--- src/acs_pkg.sv ---
// Constants shared by the converter control end and the host end.
// Assumes a single 10 MHz clock and an asynchronous active-high reset.
// Overview of operation
// - Fast low, lowpower high: low-power mode
// - Host keeps low-power rate at most 450 kSPS
// - Low-power mode powers down after each conversion
// - Coding choice except in full-width parallel
// - Coding from pin or configuration register
// - Register control ignores coding pin; host drives it from the same bit
// - Zero input: 0x20000 binary, 0x00000 twos
// - Top saturates 0x3FFFF binary, 0x1FFFF twos
// - Bottom saturates 0x00000 binary, 0x20000 twos
// - Hardware modes take span from select pins
// - Register span ignores span pins; host drives them from the same bits
// - Fast high, lowpower low: fast mode, 670 kSPS
// - Equal mode pins: normal mode, 570 kSPS
// - Conversion starts after acquisition on start low
// - Finished approximation gives code, busy low
package acs_pkg;
   localparam int RES_BITS = 18;
   localparam logic [17:0] CODE_MID = 18'h20000;
   localparam logic [17:0] CODE_TOP = 18'h3FFFF;
   localparam logic [17:0] CODE_ZERO = 18'h00000;
   localparam logic [17:0] MSB_MASK = 18'h20000;
   localparam int CLK_HZ = 10000000;
   localparam int RATE_FAST_SPS = 670000;
   localparam int RATE_NORMAL_SPS = 570000;
   localparam int RATE_LOWPWR_SPS = 450000;
   // Least cycle time per conversion, rounded up
   localparam int PERIOD_FAST_CYC = (CLK_HZ + RATE_FAST_SPS - 1) / RATE_FAST_SPS;
   localparam int PERIOD_NORMAL_CYC = (CLK_HZ + RATE_NORMAL_SPS - 1) / RATE_NORMAL_SPS;
   localparam int PERIOD_LOWPWR_CYC = (CLK_HZ + RATE_LOWPWR_SPS - 1) / RATE_LOWPWR_SPS;
   localparam int ACQ_CYC = 4;
   localparam logic [4:0] ACQ_CNT = 5'(ACQ_CYC);
   localparam logic [4:0] PER_FAST = 5'(PERIOD_FAST_CYC);
   localparam logic [4:0] PER_NORMAL = 5'(PERIOD_NORMAL_CYC);
   localparam logic [4:0] PER_LOWPWR = 5'(PERIOD_LOWPWR_CYC);
   localparam logic [4:0] SAR_STEPS = 5'(RES_BITS);
   // Host register map
   localparam logic [3:0] REG_CTRL = 4'h0;
   localparam logic [3:0] REG_SAMPLE = 4'h1;
   localparam logic [3:0] REG_RESULT = 4'h2;
   localparam logic [3:0] REG_STATUS = 4'h3;
   localparam int CTRL_FAST = 0;
   localparam int CTRL_LOWPWR = 1;
   localparam int CTRL_TWOS = 2;
   localparam int CTRL_SIGNED = 3;
   localparam int CTRL_HIGH = 4;
   localparam int CTRL_REGCFG = 5;
   localparam int CTRL_WIDE = 6;
   localparam int CTRL_START = 7;
   localparam logic [31:0] CTRL_RESET = 32'h00000000;
   typedef enum logic [1:0] {ACS_NORMAL, ACS_FAST, ACS_LOWPWR} acs_mode_e;
   typedef enum logic [1:0] {ACS_UNI5, ACS_UNI10, ACS_BIP5, ACS_BIP10} acs_span_e;
endpackage

--- src/acs_link_if.sv ---
// Pins between converter control and host.
// Assumes both ends share core_clk.
`timescale 1ns/10ps
interface acs_link_if;
   logic fast_mode_select;
   logic low_power_mode_select;
   logic coding_select_pin;
   logic signed_range_select;
   logic high_span_select;
   logic conversion_start_n;
   logic reg_cfg_valid;
   logic [6:0] reg_cfg;
   logic wide_parallel;
   logic [17:0] sample_in;
   logic busy;
   logic [17:0] result;
   logic powered;
   modport device (
      input fast_mode_select, low_power_mode_select, coding_select_pin,
      input signed_range_select, high_span_select, conversion_start_n,
      input reg_cfg_valid, reg_cfg, wide_parallel, sample_in,
      output busy, result, powered
   );
   modport host (
      output fast_mode_select, low_power_mode_select, coding_select_pin,
      output signed_range_select, high_span_select, conversion_start_n,
      output reg_cfg_valid, reg_cfg, wide_parallel, sample_in,
      input busy, result, powered
   );
endinterface

--- src/acs_code_fmt.sv ---
// Result coding: saturation and binary or twos complement form.
// Assumes a signed offset input scaled by the caller's span; clamped here.
`timescale 1ns/10ps
module acs_code_fmt (
   input wire logic [18:0] raw_signed, // Signed sample, beyond range allowed
   input wire logic twos, // Twos complement requested
   output logic [17:0] code // Formatted code
);
   logic [17:0] straight;
   always_comb
   begin
      // Sample is offset from midscale; saturate at both ends
      if ($signed(raw_signed) >= $signed({1'b0, acs_pkg::CODE_TOP ^ acs_pkg::MSB_MASK}))
      begin
         straight = acs_pkg::CODE_TOP;
      end
      else if ($signed(raw_signed) <= $signed({1'b1, acs_pkg::MSB_MASK}))
      begin
         straight = acs_pkg::CODE_ZERO;
      end
      else
      begin
         straight = raw_signed[17:0] ^ acs_pkg::MSB_MASK;
      end
      code = twos ? (straight ^ acs_pkg::MSB_MASK) : straight;
   end
endmodule

--- src/acs_device.sv ---
// Converter control end: mode, span and coding selection, conversion timing.
// Assumes pins synchronous to core_clk; sample_in models the analog value.
`timescale 1ns/10ps
module acs_device (
   input wire logic core_clk, // 10 MHz clock
   input wire logic sys_rst, // Async reset, active high
   acs_link_if.device link, // Pins to host
   output logic [1:0] mode, // Active conversion mode
   output logic [1:0] span // Active input span
);
   typedef enum logic [1:0] {ST_ACQ, ST_READY, ST_CONV} acs_state_e;
   acs_state_e state, next_state;
   logic [4:0] cnt, next_cnt;
   logic [17:0] result, next_result;
   logic busy, next_busy, powered, next_powered;
   logic [6:0] cfg, next_cfg;
   logic [1:0] mode_q, next_mode, span_q, next_span;
   logic start_d, next_start_d;
   logic [18:0] held, next_held;
   logic sel_fast, sel_lowpwr, sel_twos, sel_signed, sel_high;
   logic [18:0] scaled;
   logic [17:0] fmt_code;
   logic start_fall;

   ////////////////////////////////////////////////////////////////////
   // Source select: register overrides pins when it holds control
   always_comb
   begin
      next_cfg = link.reg_cfg_valid ? link.reg_cfg : cfg;
      if (cfg[acs_pkg::CTRL_REGCFG])
      begin
         sel_fast = cfg[acs_pkg::CTRL_FAST];
         sel_lowpwr = cfg[acs_pkg::CTRL_LOWPWR];
         sel_twos = cfg[acs_pkg::CTRL_TWOS];
         sel_signed = cfg[acs_pkg::CTRL_SIGNED];
         sel_high = cfg[acs_pkg::CTRL_HIGH];
      end
      else
      begin
         sel_fast = link.fast_mode_select;
         sel_lowpwr = link.low_power_mode_select;
         sel_twos = link.coding_select_pin;
         sel_signed = link.signed_range_select;
         sel_high = link.high_span_select;
      end
      // Full-width parallel output carries straight binary only
      if (link.wide_parallel)
      begin
         sel_twos = 1'b0;
      end
      if (sel_fast && !sel_lowpwr)
      begin
         next_mode = acs_pkg::ACS_FAST;
      end
      else if (!sel_fast && sel_lowpwr)
      begin
         next_mode = acs_pkg::ACS_LOWPWR;
      end
      else
      begin
         next_mode = acs_pkg::ACS_NORMAL;
      end
      next_span = {sel_signed, sel_high};
      // Mode and span stay frozen while a conversion runs; coding does not
      if (state == ST_CONV)
      begin
         next_mode = mode_q;
         next_span = span_q;
      end
   end

   ////////////////////////////////////////////////////////////////////
   // Span scaling: unipolar spans sit half a range higher
   always_comb
   begin
      if (span_q[1])
      begin
         scaled = held;
      end
      else
      begin
         // Held sample is sign-extended; unipolar spans use the raw bits
         scaled = 19'({1'b0, held[17:0]} - {1'b0, acs_pkg::CODE_MID});
      end
   end

   acs_code_fmt i_acs_code_fmt (
      .raw_signed(scaled),
      .twos(sel_twos),
      .code(fmt_code)
   );

   ////////////////////////////////////////////////////////////////////
   // Start edge detect; resets high, the idle level, so no false edge
   always_comb
   begin
      next_start_d = link.conversion_start_n;
      start_fall = start_d && !link.conversion_start_n;
   end

   always_ff @(posedge core_clk or posedge sys_rst)
   begin
      if (sys_rst)
      begin
         start_d <= 1'b1;
      end
      else
      begin
         start_d <= next_start_d;
      end
   end

   ////////////////////////////////////////////////////////////////////
   // Conversion sequencer
   always_comb
   begin
      next_state = state;
      next_cnt = cnt;
      next_result = result;
      next_busy = busy;
      next_powered = powered;
      next_held = held;
      case (state)
         ST_ACQ:
         begin
            // Starts seen before acquisition completes are dropped
            if (cnt == acs_pkg::ACQ_CNT)
            begin
               next_state = ST_READY;
            end
            else
            begin
               next_cnt = 5'(cnt + 5'h01);
            end
         end
         ST_READY:
         begin
            // Falling edge after acquisition samples and converts
            if (start_fall)
            begin
               next_state = ST_CONV;
               next_held = {link.sample_in[17], link.sample_in};
               next_busy = 1'b1;
               next_powered = 1'b1;
               next_cnt = 5'h00;
            end
         end
         default:
         begin
            if (cnt == acs_pkg::SAR_STEPS)
            begin
               next_state = ST_ACQ;
               next_result = fmt_code;
               next_busy = 1'b0;
               next_cnt = 5'h00;
               // Low-power mode drops the converter until the next start
               next_powered = (mode_q != acs_pkg::ACS_LOWPWR);
            end
            else
            begin
               next_cnt = 5'(cnt + 5'h01);
            end
         end
      endcase
   end

   always_ff @(posedge core_clk or posedge sys_rst)
   begin
      if (sys_rst)
      begin
         state <= ST_ACQ;
         cnt <= 5'h00;
         result <= 18'h00000;
         busy <= 1'b0;
         powered <= 1'b1;
         held <= 19'h00000;
      end
      else
      begin
         state <= next_state;
         cnt <= next_cnt;
         result <= next_result;
         busy <= next_busy;
         powered <= next_powered;
         held <= next_held;
      end
   end

   ////////////////////////////////////////////////////////////////////
   // Settings registers; the select logic holds mode and span during conversion
   always_ff @(posedge core_clk or posedge sys_rst)
   begin
      if (sys_rst)
      begin
         cfg <= 7'h00;
         mode_q <= 2'h0;
         span_q <= 2'h0;
      end
      else
      begin
         cfg <= next_cfg;
         mode_q <= next_mode;
         span_q <= next_span;
      end
   end

   assign link.busy = busy;
   assign link.result = result;
   assign link.powered = powered;
   assign mode = mode_q;
   assign span = span_q;
endmodule

--- src/flat_wrapper.sv ---
// flat-port wrapper written by rule: the top's interface ports become plain ports
module acs_device_flat 
  (core_clk, sys_rst, mode, span, link_fast_mode_select, link_low_power_mode_select, link_coding_select_pin, link_signed_range_select, link_high_span_select, link_conversion_start_n, link_reg_cfg_valid, link_reg_cfg, link_wide_parallel, link_sample_in, link_busy, link_result, link_powered);
  acs_link_if link_i ();
  input wire logic core_clk;
  input wire logic sys_rst;
  output logic [1:0] mode;
  output logic [1:0] span;
  input wire logic [$bits(link_i.fast_mode_select)-1:0] link_fast_mode_select;
  input wire logic [$bits(link_i.low_power_mode_select)-1:0] link_low_power_mode_select;
  input wire logic [$bits(link_i.coding_select_pin)-1:0] link_coding_select_pin;
  input wire logic [$bits(link_i.signed_range_select)-1:0] link_signed_range_select;
  input wire logic [$bits(link_i.high_span_select)-1:0] link_high_span_select;
  input wire logic [$bits(link_i.conversion_start_n)-1:0] link_conversion_start_n;
  input wire logic [$bits(link_i.reg_cfg_valid)-1:0] link_reg_cfg_valid;
  input wire logic [$bits(link_i.reg_cfg)-1:0] link_reg_cfg;
  input wire logic [$bits(link_i.wide_parallel)-1:0] link_wide_parallel;
  input wire logic [$bits(link_i.sample_in)-1:0] link_sample_in;
  output wire logic [$bits(link_i.busy)-1:0] link_busy;
  output wire logic [$bits(link_i.result)-1:0] link_result;
  output wire logic [$bits(link_i.powered)-1:0] link_powered;
  assign link_i.fast_mode_select = link_fast_mode_select;
  assign link_i.low_power_mode_select = link_low_power_mode_select;
  assign link_i.coding_select_pin = link_coding_select_pin;
  assign link_i.signed_range_select = link_signed_range_select;
  assign link_i.high_span_select = link_high_span_select;
  assign link_i.conversion_start_n = link_conversion_start_n;
  assign link_i.reg_cfg_valid = link_reg_cfg_valid;
  assign link_i.reg_cfg = link_reg_cfg;
  assign link_i.wide_parallel = link_wide_parallel;
  assign link_i.sample_in = link_sample_in;
  assign link_busy = link_i.busy;
  assign link_result = link_i.result;
  assign link_powered = link_i.powered;
  acs_device u_core (.core_clk(core_clk), .sys_rst(sys_rst), .link(link_i), .mode(mode), .span(span));
endmodule
--- config.mk ---
export PLATFORM = sky130hd
export DESIGN_NAME = acs_device_flat
export DESIGN_NICKNAME = d
export VERILOG_FILES = /design/src/acs_pkg.sv /design/src/acs_link_if.sv /design/src/acs_code_fmt.sv /design/src/acs_device.sv /design/src/flat_wrapper.sv
export SDC_FILE = /design/constraint.sdc
export NUM_CORES = 1
export LEC_CHECK = 0
export ABC_AREA = 0
export BUFFER_PORTS_ARGS = -buffer_cell sky130_fd_sc_hd__buf_2
export CELL_PAD_IN_SITES_DETAIL_PLACEMENT = 2
export CELL_PAD_IN_SITES_GLOBAL_PLACEMENT = 2
export CORE_MARGIN = 4
export CORE_UTILIZATION = 35
export DETAILED_ROUTE_END_ITERATION = 8
export PLACE_DENSITY = 0.76
export SETUP_SLACK_MARGIN = 0.02
export SYNTH_ARGS = -nofsm -noshare
export SYNTH_HDL_FRONTEND = slang
export SYNTH_SLANG_ARGS = --single-unit
--- constraint.sdc ---
create_clock -name core_clk -period 1.8 [get_ports core_clk]
set_input_delay 0.18 -clock core_clk [delete_from_list [all_inputs] [get_ports core_clk]]
set_output_delay 0.18 -clock core_clk [all_outputs]
set_load 0.01 [all_outputs]
### After elaboration in Yosys (flattened, before gate mapping)

Index checks and enable logic that the tools add are counted.

| storage, ports and cells | value |
|---|---|
| flip-flop bits (word level) | 56 |

| cells by class | value |
|---|---|
| add/subtract/negate cells | 2 |
| magnitude comparators | 2 |
| equality and inequality tests | 8 |
| muxes and demuxes | 25 |
| bitwise operators | 4 |
| reduce and logical (&&, ||, !) cells | 15 |

Operators with widths:

| kind | count |
|---|---|
| $mux W18 | 3 |
| $ge A19 B18 Y1 const B | 1 |
| $le A19 B18 Y1 const B | 1 |
| $mux W19 | 1 |
| $sub A18 B18 Y19 const B | 1 |
| $mux W5 | 3 |
| $mux W2 | 5 |
| $pmux W5 S2 | 1 |
| $mux W1 | 9 |
| $reduce_and A2 Y1 | 3 |
| $reduce_and A3 Y1 | 2 |
| $add A5 B1 Y5 const B | 1 |
| $eq A5 B3 Y1 const B | 1 |
| $eq A5 B5 Y1 const B | 1 |
| $ne A2 B1 Y1 const B | 2 |
| $ne A2 B2 Y1 const B | 2 |
| $not A1 Y1 | 4 |
| $pmux W1 S2 | 2 |
| $pmux W2 S2 | 1 |
| $logic_and A1 B1 Y1 | 3 |
| $logic_not A1 Y1 | 3 |
| $reduce_bool A3 Y1 | 1 |
| $eq A2 B1 Y1 const B | 1 |
| $eq A2 B2 Y1 const B | 1 |
| other kinds (3) | 3 |

### Depth between registers and ports, before layout

| logic depth | value |
|---|---|
| depth after elaboration | 7 |
| depth in mapped cells | 7 |

### Hierarchy

From an unflattened synthesis, not the netlist that was laid out.

| second synthesis, totals | value |
|---|---|
| cell total of the unflattened synthesis | 183 |
| area total of the unflattened synthesis | 2617.5 µm² |

Modules (own cells, without submodules):

| module | times used | cells each | area an instance (µm²) | sequential area each (µm²) |
|---|---|---|---|---|
| acs_device | 1 | 160 | 2414.8 | 1403.8 |
| acs_code_fmt | 1 | 23 | 202.7 | 0.0 |

### Worst setup path before layout

Ideal clock, no wire load.

| path | value |
|---|---|
| path kind | flip-flop to flip-flop |
| from | register u_core.cnt[0] |
| to | register u_core.result[10], in the netlist u_core.link.result[10] |
| library setup time | 125 ps |
| arrival time | 1384 ps |
| data required time | 1675 ps |
| setup slack | 291 ps |
| stages on the path, launching flop included | 7 |
| path buffers | 1 |
| period minus slack after synthesis | 1509 ps |
| cell sequence | dfrtp_1 > inv_1 > ha_1 > nand4b_1 > nor2_1 > buf_4 > mux2_2 |

| on the way | value |
|---|---|
| longest elaborated chain between the ends | 2 |

RTL lines:

| item | RTL line | RTL |
|---|---|---|
| from (decl) | acs_device.sv:13 | `logic [4:0] cnt, next_cnt;` |
| from (signal assigned) | acs_device.sv:181 | `cnt <= next_cnt;` |
| $eq A5 B5 Y1 | acs_device.sv:150 | `if (cnt == acs_pkg::SAR_STEPS)` |
| $reduce_and A2 Y1 (no line) | - |  |
| to (signal assigned) | acs_device.sv:182 | `result <= next_result;` |
| to (decl) | acs_device.sv:14 | `logic [17:0] result, next_result;` |

Every way passes these cells.
A chain may end at the register's enable or synchronous reset.

### Worst setup path after layout

| path | value |
|---|---|
| from | register u_core.cnt[0] |
| to | register u_core.result[13], in the netlist u_core.link.result[13] |

The elaborated chain is that of the path after synthesis.

==> impl_metrics.yaml <==
timing:
  finalCritPeriodShare: 0.9855
  setup_viol: 0
  worst_slew_pin_slew_ns: 0.5413
  finClkSkew_ns: 0.01125
  drv_slew: 0
  max_freq_mhz: 563.7
  fin_crit_ns: 1.774
  hold_viol: 0
  rsz0062_at_grt: "true"
  maxSlewHeadroom: 0.6378
drt:
  dr.pass1.iters: 2
  wl_per_cell_um: 18.71
  drt_first_iter_violations: 20
  postRouteAntennaNets: 0
  drc_errors: 0
  totalWireLength_mm: 5.856
  vias: 1555
  via_per_inst: 4.968
power:
  cellInternalPower_w: 0.002702
  power.leakage_nw: 1.493
  combPwrFrac: 0.305
  p_seq_frac: 0.485
  switching_share: 0.3275
  irDropWorstVdd_mv: 0.4835
  p_total_w: 0.004018
  p_clk_frac: 0.210
  power_density_nw_per_um2: 1350
  switching_power_w: 0.001316
cts:
  cts_buffers: 5
  htree_num_levels: 2
  clk_path_buf_depth: 2
  clk_pin_slew_worst_paths_ns: 0.11
  numClockSinks: 56
  cts-root-buf: "clkbuf_8"
  clk_latency_ns: 0.32
  cts_tree: "done"
place:
  place.detailed.hpwl_mm: 4.387
  io_buffers: 57
  place_inst: 299
  routabilityCongestion: 0.7501
floorplanning:
  fp.dieH_um: 90.24
  start_util: 0.3665
  core-area_um2: 6459
  die_area_um2: 8143
  placementRows: 29
  die_w_um: 90.24
  io_pins: 59
synthesis:
  synthXorXnorAreaFrac: 0.01110
  synth_cell_types: 35
  synth_top_family_by_area: "multiplexers"
  synth_top_cell_area_share: 0.5708
  synth_nets: 204
  synth_top_area_cell: "dfrtp_1"
  synthAdderAreaFrac: 0.01586
  synth.ff_latch_count: 56
  avgSynthCellArea_um2: 14.26
  synthSimpleGateAreaFrac: 0.06977
  yosys-top-cells-area: "dfrtp_1 57%, mux2_2 17%, mux2_1 3.8%, dfstp_2 2.2%, mux2i_1 2.1%"
  syn-cell-area_um2: 2367
  ys.warnings.count: 0
  synthCells: 166
  synth_compound_area_frac: 0.04440
  muxShareOfSynthArea: 0.2304
  seq_area_frac_synth: 0.5930
global_route:
  grt_pass1_wl_mm: 9.639
  grt_overflow: 0
  first_global_vias: 1822
  antenna_found_initial: 0
  grt_start_max_net_pins: 27
  grtUsageTotal: 0.1505
final_layout:
  diodes: 0
  final_cells: 313
  finish.utilization: 0.4609
  layout.nets: 273
  nFillCells: 647
  syn_to_final_growth_pct: 25.74
  drive_gt1_frac: 0.5339
hold_path:
  min-delay-start: "link_sample_in[17]"
  min_to: "u_core.held[17]"
  holdCritPathClass: "in2reg"
  hold_depth: 2
outcome:
  status: "completed"
critical_path:
  crit_fanout: 6
  critPathLaunchType: "flop"
  cp.required_ns: 2.01
  reg2reg_to: "u_core.link.result[13]"
  r2r_start: "u_core.cnt[0]"
  rr_worst_depth: 6
  cp_data_arrival_time_ns: 1.99
  reg2reg_slack_ns: 0.03
  endpoint_kind: "flop"
  worst-setup-path-type: "reg2reg"
flow_run:
  cap_violations: 0
[cell usage in the layout (no fill, tap or decap), types with 2 or more instances in the layout]
master         instances
buf_2                 57
dfrtp_1               54
mux2_2                36
mux2_1                 8
nand2_1                7
buf_4                  6
clkbuf_8               5
nand2b_1               4
nor2_1                 4
mux2i_1                4
o21ai_0                4
inv_2                  3
inv_1                  3
a22o_2                 3
xnor2_1                3
ha_1                   3
buf_12                 3
nand3_1                2
clkinv_4               2
dlygate4sd3_1          2
dfstp_2                2
[registers in the layout, indices dropped and copies added (netlist names), 2 cells and up]
| register | flops |
|---|---|
| u_core.state | 2 |
| u_core.mode | 2 |
| u_core.held | 18 |
| u_core.cfg | 6 |
| u_core.span | 2 |
| u_core.cnt | 5 |
| u_core.link.result | 18 |
[critical path, cell delays in order (launching register included)]
cell and delay [ns]:
dfrtp_1 0.40, inv_2 0.08, ha_1 0.17, nand4b_1 0.22, nor2_4 0.28, clkbuf_16 0.19, mux2_2 0.33
[cell families after synthesis]
family / Yosys count
AOI/OAI and AO/OA: 14
adders and majority gates: 3
muxes: 49
and+or+nand+nor: 27
DFF: 56
buffers and inverters: 14
xor gates and xnor gates: 3
[timing repair]
| item | in CTS | in global routing |
|---|---|---|
| buffers inserted | 0 | 3 |
| hold buffers | 2 | 0 |
| resized for setup | 0 | 4 |
| endpoints found under the setup margin | 0 | 11 |
| endpoints found under the hold margin | 14 | 0 |
[worst max path at each step]
stage                     cells after the start                     end  slack [ns]     startpoint
final                                         6  u_core.link.result[13]        0.03  u_core.cnt[0]
after global routing                          6   u_core.link.result[4]       -0.02  u_core.cnt[0]
after CTS                                     6   u_core.link.result[4]        0.03  u_core.cnt[0]
after detailed placement                      6   u_core.link.result[4]        0.04  u_core.cnt[0]
after global placement                        6   u_core.link.result[6]         0.1  u_core.cnt[0]
after floorplan                               1           u_core.cfg[0]        0.25        sys_rst
[synthesized netlist by cell type]
cell	n
a22o_2	3
nor3_2	1
inv_2	1
or2_1	1
nand4b_1	1
mux2i_1	5
a211oi_1	1
mux2_1	8
nor3b_2	1
inv_1	5
dfstp_2	2
and3_1	1
buf_6	2
dfrtp_1	54
o211ai_1	1
buf_4	4
nand2b_1	4
a211o_1	1
and4bb_1	1
buf_2	1
and4bb_4	1
a31oi_1	1
nor3b_1	1
o22ai_2	1
nor2_1	5
a21oi_1	1
mux2_2	36
nand2_1	7
clkbuf_1	1
o31ai_1	1
nor3_1	1
o21ai_0	4
xnor2_1	3
ha_1	3
nand3_1	2
[power by group through the flow]
| stage | Combinational, W | Clock [W] | Sequential, W |
|---|---|---|---|
| 2_1_floorplan | 0.000823 | 0 | 0.00190 |
| 3_3_place_gp | 0.00109 | 0 | 0.00193 |
| 3_5_place_dp | 0.00118 | 0 | 0.00198 |
| 4_1_cts | 0.00120 | 0.000876 | 0.00195 |
| 5_1_grt | 0.00136 | 0.000938 | 0.00201 |
| 6_report | 0.00122 | 0.000844 | 0.00195 |
[metrics by stage]
stage	TNS (ns)	worst slack (ns)	area, um^2	hold slack (ns)
2_1_floorplan	0	0.2520	2367	0.1845
3_3_place_gp	0	0.09823	2780	0.1657
3_5_place_dp	0	0.04043	2780	0.1786
4_1_cts	0	0.03332	2917	0.06927
5_1_grt	-0.1764	-0.02174	2977	0.06247
6_report	0	0.02614	2977	0.07838
[layer usage]
metal  global-route usage  part of all wire
met5                    0                 0
met4              0.04592             0.012
met1               0.1593              0.39
met2               0.2881              0.56
met3              0.04007             0.039
[area by class of cell]
class	count	area, um^2	share of cell area
multi-input combinational	96	890.9	0.2993
timing repair buffer	70	446.7	0.1501
tap	77	96.34	0.03237
sequential	56	1404	0.4716
inverter	6	22.52	0.007566
clock inverter	3	47.55	0.01597
clock buffer	5	68.82	0.02312
Power figures use the tool's default switching activity.
